$ cat config.mk
export PLATFORM = sky130hd
export DESIGN_NAME = tseg_top
export DESIGN_NICKNAME = d
export VERILOG_FILES = /design/src/include/tseg_pkg.sv /design/src/rtl/tseg_axil.sv /design/src/rtl/tseg_chan.sv /design/src/rtl/tseg_top.sv
export SDC_FILE = /design/constraint.sdc
export NUM_CORES = 1
export LEC_CHECK = 0
export ABC_CLOCK_PERIOD_IN_PS = 2200
export BUFFER_PORTS_ARGS = -buffer_cell sky130_fd_sc_hd__buf_2
export CORE_ASPECT_RATIO = 0.8
export CORE_MARGIN = 2
export CORE_UTILIZATION = 55
export CTS_CLUSTER_DIAMETER = 150
export DETAILED_ROUTE_END_ITERATION = 10
export PLACE_DENSITY = 0.87
export SYNTH_ARGS = -nofsm -noshare
export SYNTH_HDL_FRONTEND = slang
export SYNTH_SLANG_ARGS = --single-unit
$ cat constraint.sdc
create_clock -name CLK -period 2.2 [get_ports CLK]
set_input_delay 0.66 -clock CLK [delete_from_list [all_inputs] [get_ports CLK]]
set_output_delay 0.66 -clock CLK [all_outputs]
set_load 0.05 [all_outputs]
$ cat src/include/tseg_pkg.sv
package tseg_pkg;
    localparam int unsigned ADDR_W = 8;
    localparam int unsigned DATA_W = 32;
    localparam int unsigned STRB_W = 4;
    localparam int unsigned REG_W = 16;
    localparam int unsigned REQ_W = 8;
    localparam int unsigned LANE_W = 8;
    localparam int unsigned NCHAN = 4;

    typedef logic [ADDR_W-1:0] tseg_addr_t;
    typedef logic [DATA_W-1:0] tseg_data_t;
    typedef logic [STRB_W-1:0] tseg_strb_t;
    typedef logic [1:0] tseg_resp_t;
    typedef logic [REG_W-1:0] tseg_reg_t;
    typedef logic [REG_W-1:0] tseg_cnt_t;
    typedef logic [REQ_W-1:0] tseg_req_t;
    typedef logic [NCHAN-1:0] tseg_chan_t;

    // Register offsets
    localparam tseg_addr_t OFF_CONFIG = 8'h00;
    localparam tseg_addr_t OFF_ENABLE = 8'h0C;
    localparam tseg_addr_t OFF_STATUS = 8'h10;
    localparam tseg_addr_t OFF_EVGEN = 8'h14;
    localparam tseg_addr_t OFF_RELOAD = 8'h2C;
    localparam tseg_addr_t OFF_CAPT0 = 8'h34;
    localparam tseg_addr_t CAPT_STEP = 8'h04;

    // Event generation bits
    localparam int unsigned EG_UPDATE = 0;
    localparam int unsigned EG_CHAN0 = 1;
    localparam int unsigned EG_COMMUT = 5;
    localparam int unsigned EG_TRIGGER = 6;
    localparam int unsigned EG_BREAK = 7;

    // Status bits
    localparam int unsigned ST_UPDATE = 0;
    localparam int unsigned ST_CHAN0 = 1;
    localparam int unsigned ST_COMMUT = 5;
    localparam int unsigned ST_TRIGGER = 6;
    localparam int unsigned ST_BREAK = 7;
    localparam int unsigned ST_REPEAT0 = 9;
    localparam int unsigned ST_RSVD_LO = 13;

    // Configuration and enable bits
    localparam int unsigned CFG_UPD_DIS = 0;
    localparam int unsigned CFG_URS = 1;
    localparam int unsigned CFG_DOWN = 2;
    localparam int unsigned CFG_CENTER = 3;
    localparam int unsigned CFG_INMODE0 = 4;
    localparam int unsigned EN_IRQ0 = 1;
    localparam int unsigned EN_DMA0 = 9;

    // Reset and fill values
    localparam tseg_reg_t RST_REG = 16'h0000;
    localparam tseg_reg_t RST_RELOAD = 16'hFFFF;
    localparam tseg_cnt_t CNT_ZERO = 16'h0000;
    localparam tseg_req_t REQ_IDLE = 8'h00;
    localparam tseg_reg_t READ_PAD = 16'h0000;
    localparam tseg_addr_t ADDR_ZERO = 8'h00;
    localparam tseg_data_t DATA_ZERO = 32'h0000_0000;
    localparam tseg_strb_t STRB_NONE = 4'h0;
    localparam tseg_resp_t RESP_OKAY = 2'h0;
    localparam tseg_resp_t RESP_SLVERR = 2'h2;
endpackage

$ cat src/rtl/tseg_axil.sv
module tseg_axil (
    // Clock and reset
    input wire logic clk,
    input wire logic arst_n,
    // Write channels
    input wire tseg_pkg::tseg_addr_t awaddr,
    input wire logic awvalid,
    output logic awready,
    input wire tseg_pkg::tseg_data_t wdata,
    input wire tseg_pkg::tseg_strb_t wstrb,
    input wire logic wvalid,
    output logic wready,
    output tseg_pkg::tseg_resp_t bresp,
    output logic bvalid,
    input wire logic bready,
    // Read channels
    input wire tseg_pkg::tseg_addr_t araddr,
    input wire logic arvalid,
    output logic arready,
    output tseg_pkg::tseg_data_t rdata,
    output tseg_pkg::tseg_resp_t rresp,
    output logic rvalid,
    input wire logic rready,
    // Register side
    output logic wr_en,
    output tseg_pkg::tseg_addr_t wr_addr,
    output tseg_pkg::tseg_data_t wr_data,
    output tseg_pkg::tseg_strb_t wr_strb,
    input wire logic wr_ok,
    output logic rd_en,
    input wire tseg_pkg::tseg_data_t rd_data,
    input wire logic rd_ok
);
    import tseg_pkg::*;

    logic aw_held;
    logic w_held;

    // Address and data may arrive in either order
    assign wr_en = aw_held && w_held && !bvalid;
    assign rd_en = arvalid && arready;

    always_ff @(posedge clk or negedge arst_n) begin
        if (!arst_n) begin
            awready <= 1'b1;
            wready <= 1'b1;
            aw_held <= 1'b0;
            w_held <= 1'b0;
            wr_addr <= ADDR_ZERO;
            wr_data <= DATA_ZERO;
            wr_strb <= STRB_NONE;
            bvalid <= 1'b0;
            bresp <= RESP_OKAY;
        end else begin
            if (awvalid && awready) begin
                aw_held <= 1'b1;
                awready <= 1'b0;
                wr_addr <= awaddr;
            end
            if (wvalid && wready) begin
                w_held <= 1'b1;
                wready <= 1'b0;
                wr_data <= wdata;
                wr_strb <= wstrb;
            end
            if (wr_en) begin
                aw_held <= 1'b0;
                w_held <= 1'b0;
                bvalid <= 1'b1;
                bresp <= wr_ok ? RESP_OKAY : RESP_SLVERR;
            end
            // Readies come back only after the response, one write at a time
            if (bvalid && bready) begin
                bvalid <= 1'b0;
                awready <= 1'b1;
                wready <= 1'b1;
            end
        end
    end

    always_ff @(posedge clk or negedge arst_n) begin
        if (!arst_n) begin
            arready <= 1'b1;
            rvalid <= 1'b0;
            rdata <= DATA_ZERO;
            rresp <= RESP_OKAY;
        end else if (rd_en) begin
            arready <= 1'b0;
            rvalid <= 1'b1;
            rdata <= rd_data;
            rresp <= rd_ok ? RESP_OKAY : RESP_SLVERR;
        end else if (rvalid && rready) begin
            rvalid <= 1'b0;
            arready <= 1'b1;
        end
    end
endmodule

$ cat src/rtl/tseg_chan.sv
module tseg_chan (
    // Clock and reset
    input wire logic clk,
    input wire logic arst_n,
    // Control
    input wire logic input_mode,
    input wire logic irq_en,
    input wire logic dma_en,
    input wire logic flag_clr,
    input wire logic repeat_clr,
    // Events
    input wire logic hw_event,
    input wire logic sw_request,
    input wire tseg_pkg::tseg_cnt_t count,
    // State and requests
    output logic flag,
    output logic repeat_flag,
    output tseg_pkg::tseg_cnt_t capture_value,
    output logic irq_req,
    output logic dma_req
);
    import tseg_pkg::*;

    wire event_set = sw_request || hw_event;
    wire capture = input_mode && event_set;
    wire repeat_set = capture && flag;

    always_ff @(posedge clk or negedge arst_n) begin
        if (!arst_n) begin
            flag <= 1'b0;
            repeat_flag <= 1'b0;
            capture_value <= CNT_ZERO;
            irq_req <= 1'b0;
            dma_req <= 1'b0;
        end else begin
            flag <= event_set || (flag && !flag_clr);
            repeat_flag <= repeat_set || (repeat_flag && !repeat_clr);
            if (capture) begin
                capture_value <= count;
            end
            irq_req <= event_set && irq_en;
            dma_req <= event_set && dma_en;
        end
    end
endmodule

$ cat src/rtl/tseg_top.sv
// Contract
// - Capture with the flag set sets the repeat flag; writing zero clears it.
// - The repeat flag is only set while the channel is in input capture mode.
// - Repeat flags one to four are status bits 9 to 12; bits 15:13 are zero.
// - Bit 0 written one reloads the counter as an update; zero is ignored.
// - The update request clears itself in hardware and so acts once.
// - Any update clears the prescaler counter but keeps its division factor.
// - A software update loads the reload value counting down when not center aligned, else zero.
// - A request in output mode sets the channel flag and enabled requests.
// - A request in input mode captures the counter and sets flag and requests.
// - A forced capture with the flag already set also sets the repeat flag.
// - Channel two to four requests sit at bits 2 to 4 and act as channel one.
// - Channel, commutation, trigger and break requests clear themselves.
// - A one in bit 5 makes a commutation event for complementary channels.
// - Writing one to bit 6 makes a trigger event as a trigger input would.
// - Writing one to bit 7 makes a break event; bits 15:8 are reserved.
// - A software update sets the update flag if select and disable are zero.
module tseg_top (
    // Clock and reset
    input wire logic CLK,
    input wire logic ARST_N,
    // Write address channel
    input wire tseg_pkg::tseg_addr_t AWADDR,
    input wire logic AWVALID,
    output logic AWREADY,
    // Write data channel
    input wire tseg_pkg::tseg_data_t WDATA,
    input wire tseg_pkg::tseg_strb_t WSTRB,
    input wire logic WVALID,
    output logic WREADY,
    // Write response channel
    output tseg_pkg::tseg_resp_t BRESP,
    output logic BVALID,
    input wire logic BREADY,
    // Read address channel
    input wire tseg_pkg::tseg_addr_t ARADDR,
    input wire logic ARVALID,
    output logic ARREADY,
    // Read data channel
    output tseg_pkg::tseg_data_t RDATA,
    output tseg_pkg::tseg_resp_t RRESP,
    output logic RVALID,
    input wire logic RREADY,
    // Counter core
    input wire tseg_pkg::tseg_cnt_t COUNT,
    input wire logic HW_UPDATE,
    output logic COUNTER_LOAD,
    output tseg_pkg::tseg_cnt_t COUNTER_LOAD_VALUE,
    output logic PRESCALER_CLEAR,
    // Channel logic
    input wire tseg_pkg::tseg_chan_t CHAN_HW_EVENT,
    output tseg_pkg::tseg_chan_t CHAN_SW_EVENT,
    output tseg_pkg::tseg_chan_t CHAN_IRQ_REQ,
    output tseg_pkg::tseg_chan_t CHAN_DMA_REQ,
    // Control events
    output logic COMMUTATION_EVENT,
    output logic TRIGGER_EVENT,
    output logic BREAK_EVENT
);
    import tseg_pkg::*;

    function automatic tseg_reg_t lane_mask(input tseg_strb_t strb);
        lane_mask = {{LANE_W{strb[1]}}, {LANE_W{strb[0]}}};
    endfunction

    function automatic tseg_reg_t merge(
        input tseg_reg_t old,
        input tseg_reg_t val,
        input tseg_reg_t mask
    );
        merge = (old & ~mask) | (val & mask);
    endfunction

    function automatic logic capt_hit(
        input tseg_addr_t addr,
        input int unsigned idx
    );
        capt_hit = addr == tseg_addr_t'(OFF_CAPT0 + idx * CAPT_STEP);
    endfunction

    // Bus side
    logic wr_en;
    tseg_addr_t wr_addr;
    tseg_data_t wr_data;
    tseg_strb_t wr_strb;
    logic wr_ok;
    logic rd_en;
    tseg_data_t rd_data;
    logic rd_ok;

    // Software state
    tseg_reg_t cfg;
    tseg_reg_t enable;
    tseg_reg_t reload;
    tseg_req_t req;
    tseg_cnt_t load_value;
    logic presc_clr;
    logic upd_flag;
    logic com_flag;
    logic trg_flag;
    logic brk_flag;

    // Channel state
    tseg_chan_t chan_flag;
    tseg_chan_t rep_flag;
    tseg_chan_t irq_req;
    tseg_chan_t dma_req;
    tseg_cnt_t capt_val [NCHAN];
    tseg_chan_t wr_capt_hit;
    tseg_chan_t rd_capt_hit;
    tseg_reg_t capt_word;

    tseg_axil u_axil (
        .clk(CLK),
        .arst_n(ARST_N),
        .awaddr(AWADDR),
        .awvalid(AWVALID),
        .awready(AWREADY),
        .wdata(WDATA),
        .wstrb(WSTRB),
        .wvalid(WVALID),
        .wready(WREADY),
        .bresp(BRESP),
        .bvalid(BVALID),
        .bready(BREADY),
        .araddr(ARADDR),
        .arvalid(ARVALID),
        .arready(ARREADY),
        .rdata(RDATA),
        .rresp(RRESP),
        .rvalid(RVALID),
        .rready(RREADY),
        .wr_en(wr_en),
        .wr_addr(wr_addr),
        .wr_data(wr_data),
        .wr_strb(wr_strb),
        .wr_ok(wr_ok),
        .rd_en(rd_en),
        .rd_data(rd_data),
        .rd_ok(rd_ok)
    );

    // Write decode
    wire tseg_reg_t wr_mask = lane_mask(wr_strb);
    wire tseg_reg_t wr_val = wr_data[REG_W-1:0];
    wire tseg_reg_t wr_set = wr_val & wr_mask;
    wire wr_cfg = wr_en && wr_addr == OFF_CONFIG;
    wire wr_ena = wr_en && wr_addr == OFF_ENABLE;
    wire wr_sts = wr_en && wr_addr == OFF_STATUS;
    wire wr_evg = wr_en && wr_addr == OFF_EVGEN;
    wire wr_rld = wr_en && wr_addr == OFF_RELOAD;
    // Capture registers are read only; writes there are accepted and dropped
    assign wr_ok = wr_addr == OFF_CONFIG || wr_addr == OFF_ENABLE
        || wr_addr == OFF_STATUS || wr_addr == OFF_EVGEN
        || wr_addr == OFF_RELOAD || |wr_capt_hit;

    // Configuration fields
    wire cfg_udis = cfg[CFG_UPD_DIS];
    wire cfg_urs = cfg[CFG_URS];
    wire cfg_down = cfg[CFG_DOWN];
    wire cfg_center = cfg[CFG_CENTER];
    wire tseg_chan_t cfg_inmode = cfg[CFG_INMODE0 +: NCHAN];
    wire tseg_chan_t en_irq = enable[EN_IRQ0 +: NCHAN];
    wire tseg_chan_t en_dma = enable[EN_DMA0 +: NCHAN];

    wire wr_upd = wr_evg && wr_set[EG_UPDATE];
    wire wr_com = wr_evg && wr_set[EG_COMMUT];
    wire wr_trg = wr_evg && wr_set[EG_TRIGGER];
    wire wr_brk = wr_evg && wr_set[EG_BREAK];
    wire tseg_chan_t wr_chan = wr_set[EG_CHAN0 +: NCHAN];
    wire tseg_req_t next_req = wr_evg ? wr_set[REQ_W-1:0] : REQ_IDLE;
    wire tseg_cnt_t next_load_value = (cfg_down && !cfg_center)
        ? reload : CNT_ZERO;
    wire next_presc_clr = next_req[EG_UPDATE] || HW_UPDATE;
    // Status bits are cleared by writing zero on an enabled lane
    wire tseg_reg_t status_clr = wr_sts ? (~wr_val & wr_mask) : RST_REG;
    wire upd_set = ((req[EG_UPDATE] && !cfg_urs) || HW_UPDATE) && !cfg_udis;

    wire tseg_reg_t status_word = (tseg_reg_t'(rep_flag) << ST_REPEAT0)
        | (tseg_reg_t'(brk_flag) << ST_BREAK)
        | (tseg_reg_t'(trg_flag) << ST_TRIGGER)
        | (tseg_reg_t'(com_flag) << ST_COMMUT)
        | (tseg_reg_t'(chan_flag) << ST_CHAN0)
        | (tseg_reg_t'(upd_flag) << ST_UPDATE);

    // Read decode
    // event register reads zero
    wire tseg_reg_t rd_word = ARADDR == OFF_CONFIG ? cfg
        : ARADDR == OFF_ENABLE ? enable
        : ARADDR == OFF_STATUS ? status_word
        : ARADDR == OFF_RELOAD ? reload
        : |rd_capt_hit ? capt_word
        : RST_REG;
    assign rd_data = {READ_PAD, rd_word};
    assign rd_ok = ARADDR == OFF_CONFIG || ARADDR == OFF_ENABLE
        || ARADDR == OFF_STATUS || ARADDR == OFF_EVGEN
        || ARADDR == OFF_RELOAD || |rd_capt_hit;

    always_comb begin
        capt_word = RST_REG;
        for (int i = 0; i < NCHAN; i++) begin
            if (rd_capt_hit[i]) begin
                capt_word = capt_val[i];
            end
        end
    end

    for (genvar i = 0; i < NCHAN; i++) begin : g_chan
        assign wr_capt_hit[i] = capt_hit(wr_addr, i);
        assign rd_capt_hit[i] = capt_hit(ARADDR, i);
        // Reading a capture value also clears its flag
        tseg_chan u_chan (
            .clk(CLK),
            .arst_n(ARST_N),
            .input_mode(cfg_inmode[i]),
            .irq_en(en_irq[i]),
            .dma_en(en_dma[i]),
            .flag_clr(status_clr[ST_CHAN0 + i] || (rd_en && rd_capt_hit[i])),
            .repeat_clr(status_clr[ST_REPEAT0 + i]),
            .hw_event(CHAN_HW_EVENT[i]),
            .sw_request(req[EG_CHAN0 + i]),
            .count(COUNT),
            .flag(chan_flag[i]),
            .repeat_flag(rep_flag[i]),
            .capture_value(capt_val[i]),
            .irq_req(irq_req[i]),
            .dma_req(dma_req[i])
        );
    end

    always_ff @(posedge CLK or negedge ARST_N) begin
        if (!ARST_N) begin
            cfg <= RST_REG;
            enable <= RST_REG;
            reload <= RST_RELOAD;
        end else begin
            if (wr_cfg) begin
                cfg <= merge(cfg, wr_val, wr_mask);
            end
            if (wr_ena) begin
                enable <= merge(enable, wr_val, wr_mask);
            end
            if (wr_rld) begin
                reload <= merge(reload, wr_val, wr_mask);
            end
        end
    end

    always_ff @(posedge CLK or negedge ARST_N) begin
        if (!ARST_N) begin
            req <= REQ_IDLE;
            load_value <= CNT_ZERO;
            presc_clr <= 1'b0;
        end else begin
            req <= next_req;
            presc_clr <= next_presc_clr;
            if (wr_upd) begin
                load_value <= next_load_value;
            end
        end
    end

    // Hardware set wins over a software clear in the same cycle
    always_ff @(posedge CLK or negedge ARST_N) begin
        if (!ARST_N) begin
            upd_flag <= 1'b0;
            com_flag <= 1'b0;
            trg_flag <= 1'b0;
            brk_flag <= 1'b0;
        end else begin
            upd_flag <= upd_set || (upd_flag && !status_clr[ST_UPDATE]);
            com_flag <= req[EG_COMMUT] || (com_flag && !status_clr[ST_COMMUT]);
            trg_flag <= req[EG_TRIGGER]
                || (trg_flag && !status_clr[ST_TRIGGER]);
            brk_flag <= req[EG_BREAK] || (brk_flag && !status_clr[ST_BREAK]);
        end
    end

    // Outputs, all from flip-flops
    assign COUNTER_LOAD = req[EG_UPDATE];
    assign COUNTER_LOAD_VALUE = load_value;
    assign PRESCALER_CLEAR = presc_clr;
    assign CHAN_SW_EVENT = req[EG_CHAN0 +: NCHAN];
    assign CHAN_IRQ_REQ = irq_req;
    assign CHAN_DMA_REQ = dma_req;
    assign COMMUTATION_EVENT = req[EG_COMMUT];
    assign TRIGGER_EVENT = req[EG_TRIGGER];
    assign BREAK_EVENT = req[EG_BREAK];
endmodule

==> results.toml <==
[synthesis]
seq_area_frac_synth = 0.554
synthAdderAreaFrac = 0
synth_mux_area_frac = 0.202
synth.area.top_cells = "dfrtp_1 50%, mux2_2 18%, dfstp_2 5.3%, buf_4 2.6%, nand2_1 2.0%"
ys.flop_type = "dfrtp_1"
synth-edff-count = 0
syn-cell-area_um2 = 9440
synth-simple-area-share = 0.0892
yosysWarnings = 0
synth_top_family_by_area = "multiplexers"
ys_ff_latch = 208
synthArstFlopShare = 1.00
synth_compound_area_frac = 0.0996
syn_inst = 757
yosysTopAreaCell = "dfrtp_1"
synthXorXnorAreaFrac = 0
avgSynthCellArea_um2 = 12.5
synth_top_area_share = 0.501
synth_cell_types = 53

[pwr]
power_w = 0.0124
p_int_w = 0.00834
p_leak_nw = 5.33
power_density_nw_per_um2 = 1110
swShare = 0.329
p_comb_frac = 0.242
clkPwrFrac = 0.290
peakVddDrop_v = 0.000803
netSwitchingPower_w = 0.00408
power_frac_seq = 0.467

[global_routing]
gr-usage-met1 = 0.404
grt_usage = 0.269
grt_max_degree = 53
use_met3 = 0.0680
overflow = 0
grt_pass1_vias = 6699
busiest_layer = "met1"
grt_use_met2 = 0.388
antenna_found_initial = 0
grt_pass1_wl_um = 37400

[status]
outcome = "complete, no violations"

[setup_path]
worstRegToRegCells = 5
critPathTopFamily = "flip-flops"
cp.buffers_inverters = 1
crit_path_end_kind = "output pin"
crit_arrival_ns = 1.31
worstPathCellList = "buf_2"
critPathSlowestCell = "dfstp_2"
r2r_slack_ns = 0.26
crit_path_max_fanout = 4
path_class = "reg -> out"
crit_path_start_kind = "register"
required_ns = 1.54
reg2reg_from = "u_axil.bvalid$_DFFE_PN0P_"
timing.rr.end = "COUNTER_LOAD_VALUE[11]$_DFFE_PN0P_"
max_stage_delay_ns = 0.56

[placement]
dpl.hpwl_um = 17000
gp_routability_congestion = 0.914
portBuffers = 117

[sta]
period_needed_ns = 1.97
fin_skew_ns = 0.0123
rsz0062_at_grt = "no"
hold_viol = 0
setup_viol = 0
slew_viol_final = 0
clock.fmax_ghz = 0.507
fin_crit_sh = 0.897

[routing]
drt_first_pass_iters = 8
final_antenna_net_count = 0
avgViaCountPerCell = 5.92
drt-initial-drc-count = 813
vias = 6696
wirelength_um = 23900
drc_errors = 0
avgRoutedWirePerCell_um = 21.1

[clocking]
cts_hold_buf = 0
htree_levels = 1
cts_resized = 0
clk_pin_slew_worst_paths_ns = 0.06
cts_root_buffer = "clkbuf_16"
cts_sinks = 208
post_cts_buffers = 0
cts_tree = "yes"
cts_made_buffers = 21
clock_path_buffers = 3
clock_latency_ns = 0.50

[die]
ios = 154
core_area_um2 = 16700
die_area_um2 = 18200
rows = 42
initial_core_util = 0.566
fp.dieH_um = 121
die_x_um = 150

[cells_and_area]
area_delta_synth_final_pct = 18.2
layout-drive-gt1-share = 0.432
nFillCells = 1186
multi_input_area_um2 = 3750
fin_nets = 977
final_cell_mix = "189 x dfrtp_1, 154 x mux2_2, 116 x buf_2, 50 x nand2_1, 38 x buf_4"
final_core_util = 0.670
seq_area_um2 = 5230
final_common_cell = "dfrtp_1"
antenna_cells = 0

[job]
maxCapViolCount = 0

[min_path]
hold_path_class = "in -> async"
[per-layer routing]
metal	vias up	part of all wire
met5	-	0
met4	0	0.022
met3	49	0.10
met2	335	0.44
met1	3338	0.44
li1	2974	-
[Yosys cell counts (all sizes together), types with 3 or more instances]
cell    count
nor2       17
nand2b     24
a31oi      15
nor2b      15
or4         3
inv        28
a22o       12
o22ai      13
nor3        7
dfrtp     189
clkbuf     23
buf        43
nand2      50
nand3      10
a21oi      11
a221oi     10
or2         4
a211oi      9
a311o       3
mux2i      17
o21ai      22
o31ai      10
a32oi      12
and2       11
mux2      154
dfstp      19
nor4        4
[power groups by stage]
stage	clock network (W)	logic [W]	registers, W
6_report	0.00360	0.00301	0.00580
5_1_grt	0.00380	0.00323	0.00592
4_1_cts	0.00364	0.00302	0.00576
3_5_place_dp	0	0.00300	0.00581
3_3_place_gp	0	0.00290	0.00575
2_1_floorplan	0	0.00169	0.00612
[worst max-delay path by stage]
stage	cells after the start	endpoint	start
final	1	ARREADY	u_axil.arready$_DFFE_PN1P_
after global routing	5	COUNTER_LOAD_VALUE[11]$_DFFE_PN0P_	u_axil.bvalid$_DFFE_PN0P_
after CTS	5	COUNTER_LOAD_VALUE[11]$_DFFE_PN0P_	u_axil.bvalid$_DFFE_PN0P_
after detailed placement	6	u_axil.rdata[12]$_DFFE_PN0P_	ARADDR[1]
after global placement	6	u_axil.rdata[1]$_DFFE_PN0P_	ARADDR[1]
after floorplan	7	u_axil.rdata[8]$_DFFE_PN0P_	ARADDR[1]
[area by class of cell]
class                           instances  share of cell area
Clock buffer                           31              0.0540
Clock inverter                          7             0.00819
Inverter                               28             0.00942
Multi-Input combinational cell        472               0.337
Sequential cell                       208               0.469
Tap cell                              220              0.0247
Timing Repair Buffer                  166              0.0986
[cells by family (layout without fill, tap and decap cells)]
kind of cell,count (synthesis),in the layout
buffers and inverters,94,232
flip-flops,208,208
AND/OR/NAND/NOR,158,158
other,1,18
AO/OA/AOI/OAI,125,125
multiplexers,171,171
[per-stage QoR]
| stage | std cells | setup TNS, ns | worst slack [ns] | area (um^2) | hold WS (ns) |
|---|---|---|---|---|---|
| floorplan | 774 | 0 | 0.0400 | 9500 | 0.364 |
| global placement | 1094 | -0.125 | -0.0252 | 10500 | 0.474 |
| detailed placement | 1094 | -0.353 | -0.0850 | 10500 | 0.484 |
| CTS | 1132 | 0 | 0.129 | 11200 | 0.123 |
| global route | 1132 | 0 | 0.110 | 11200 | 0.132 |
| finish | 1132 | 0 | 0.227 | 11200 | 0.121 |
No activity file was read; power rests on OpenSTA's default activity.
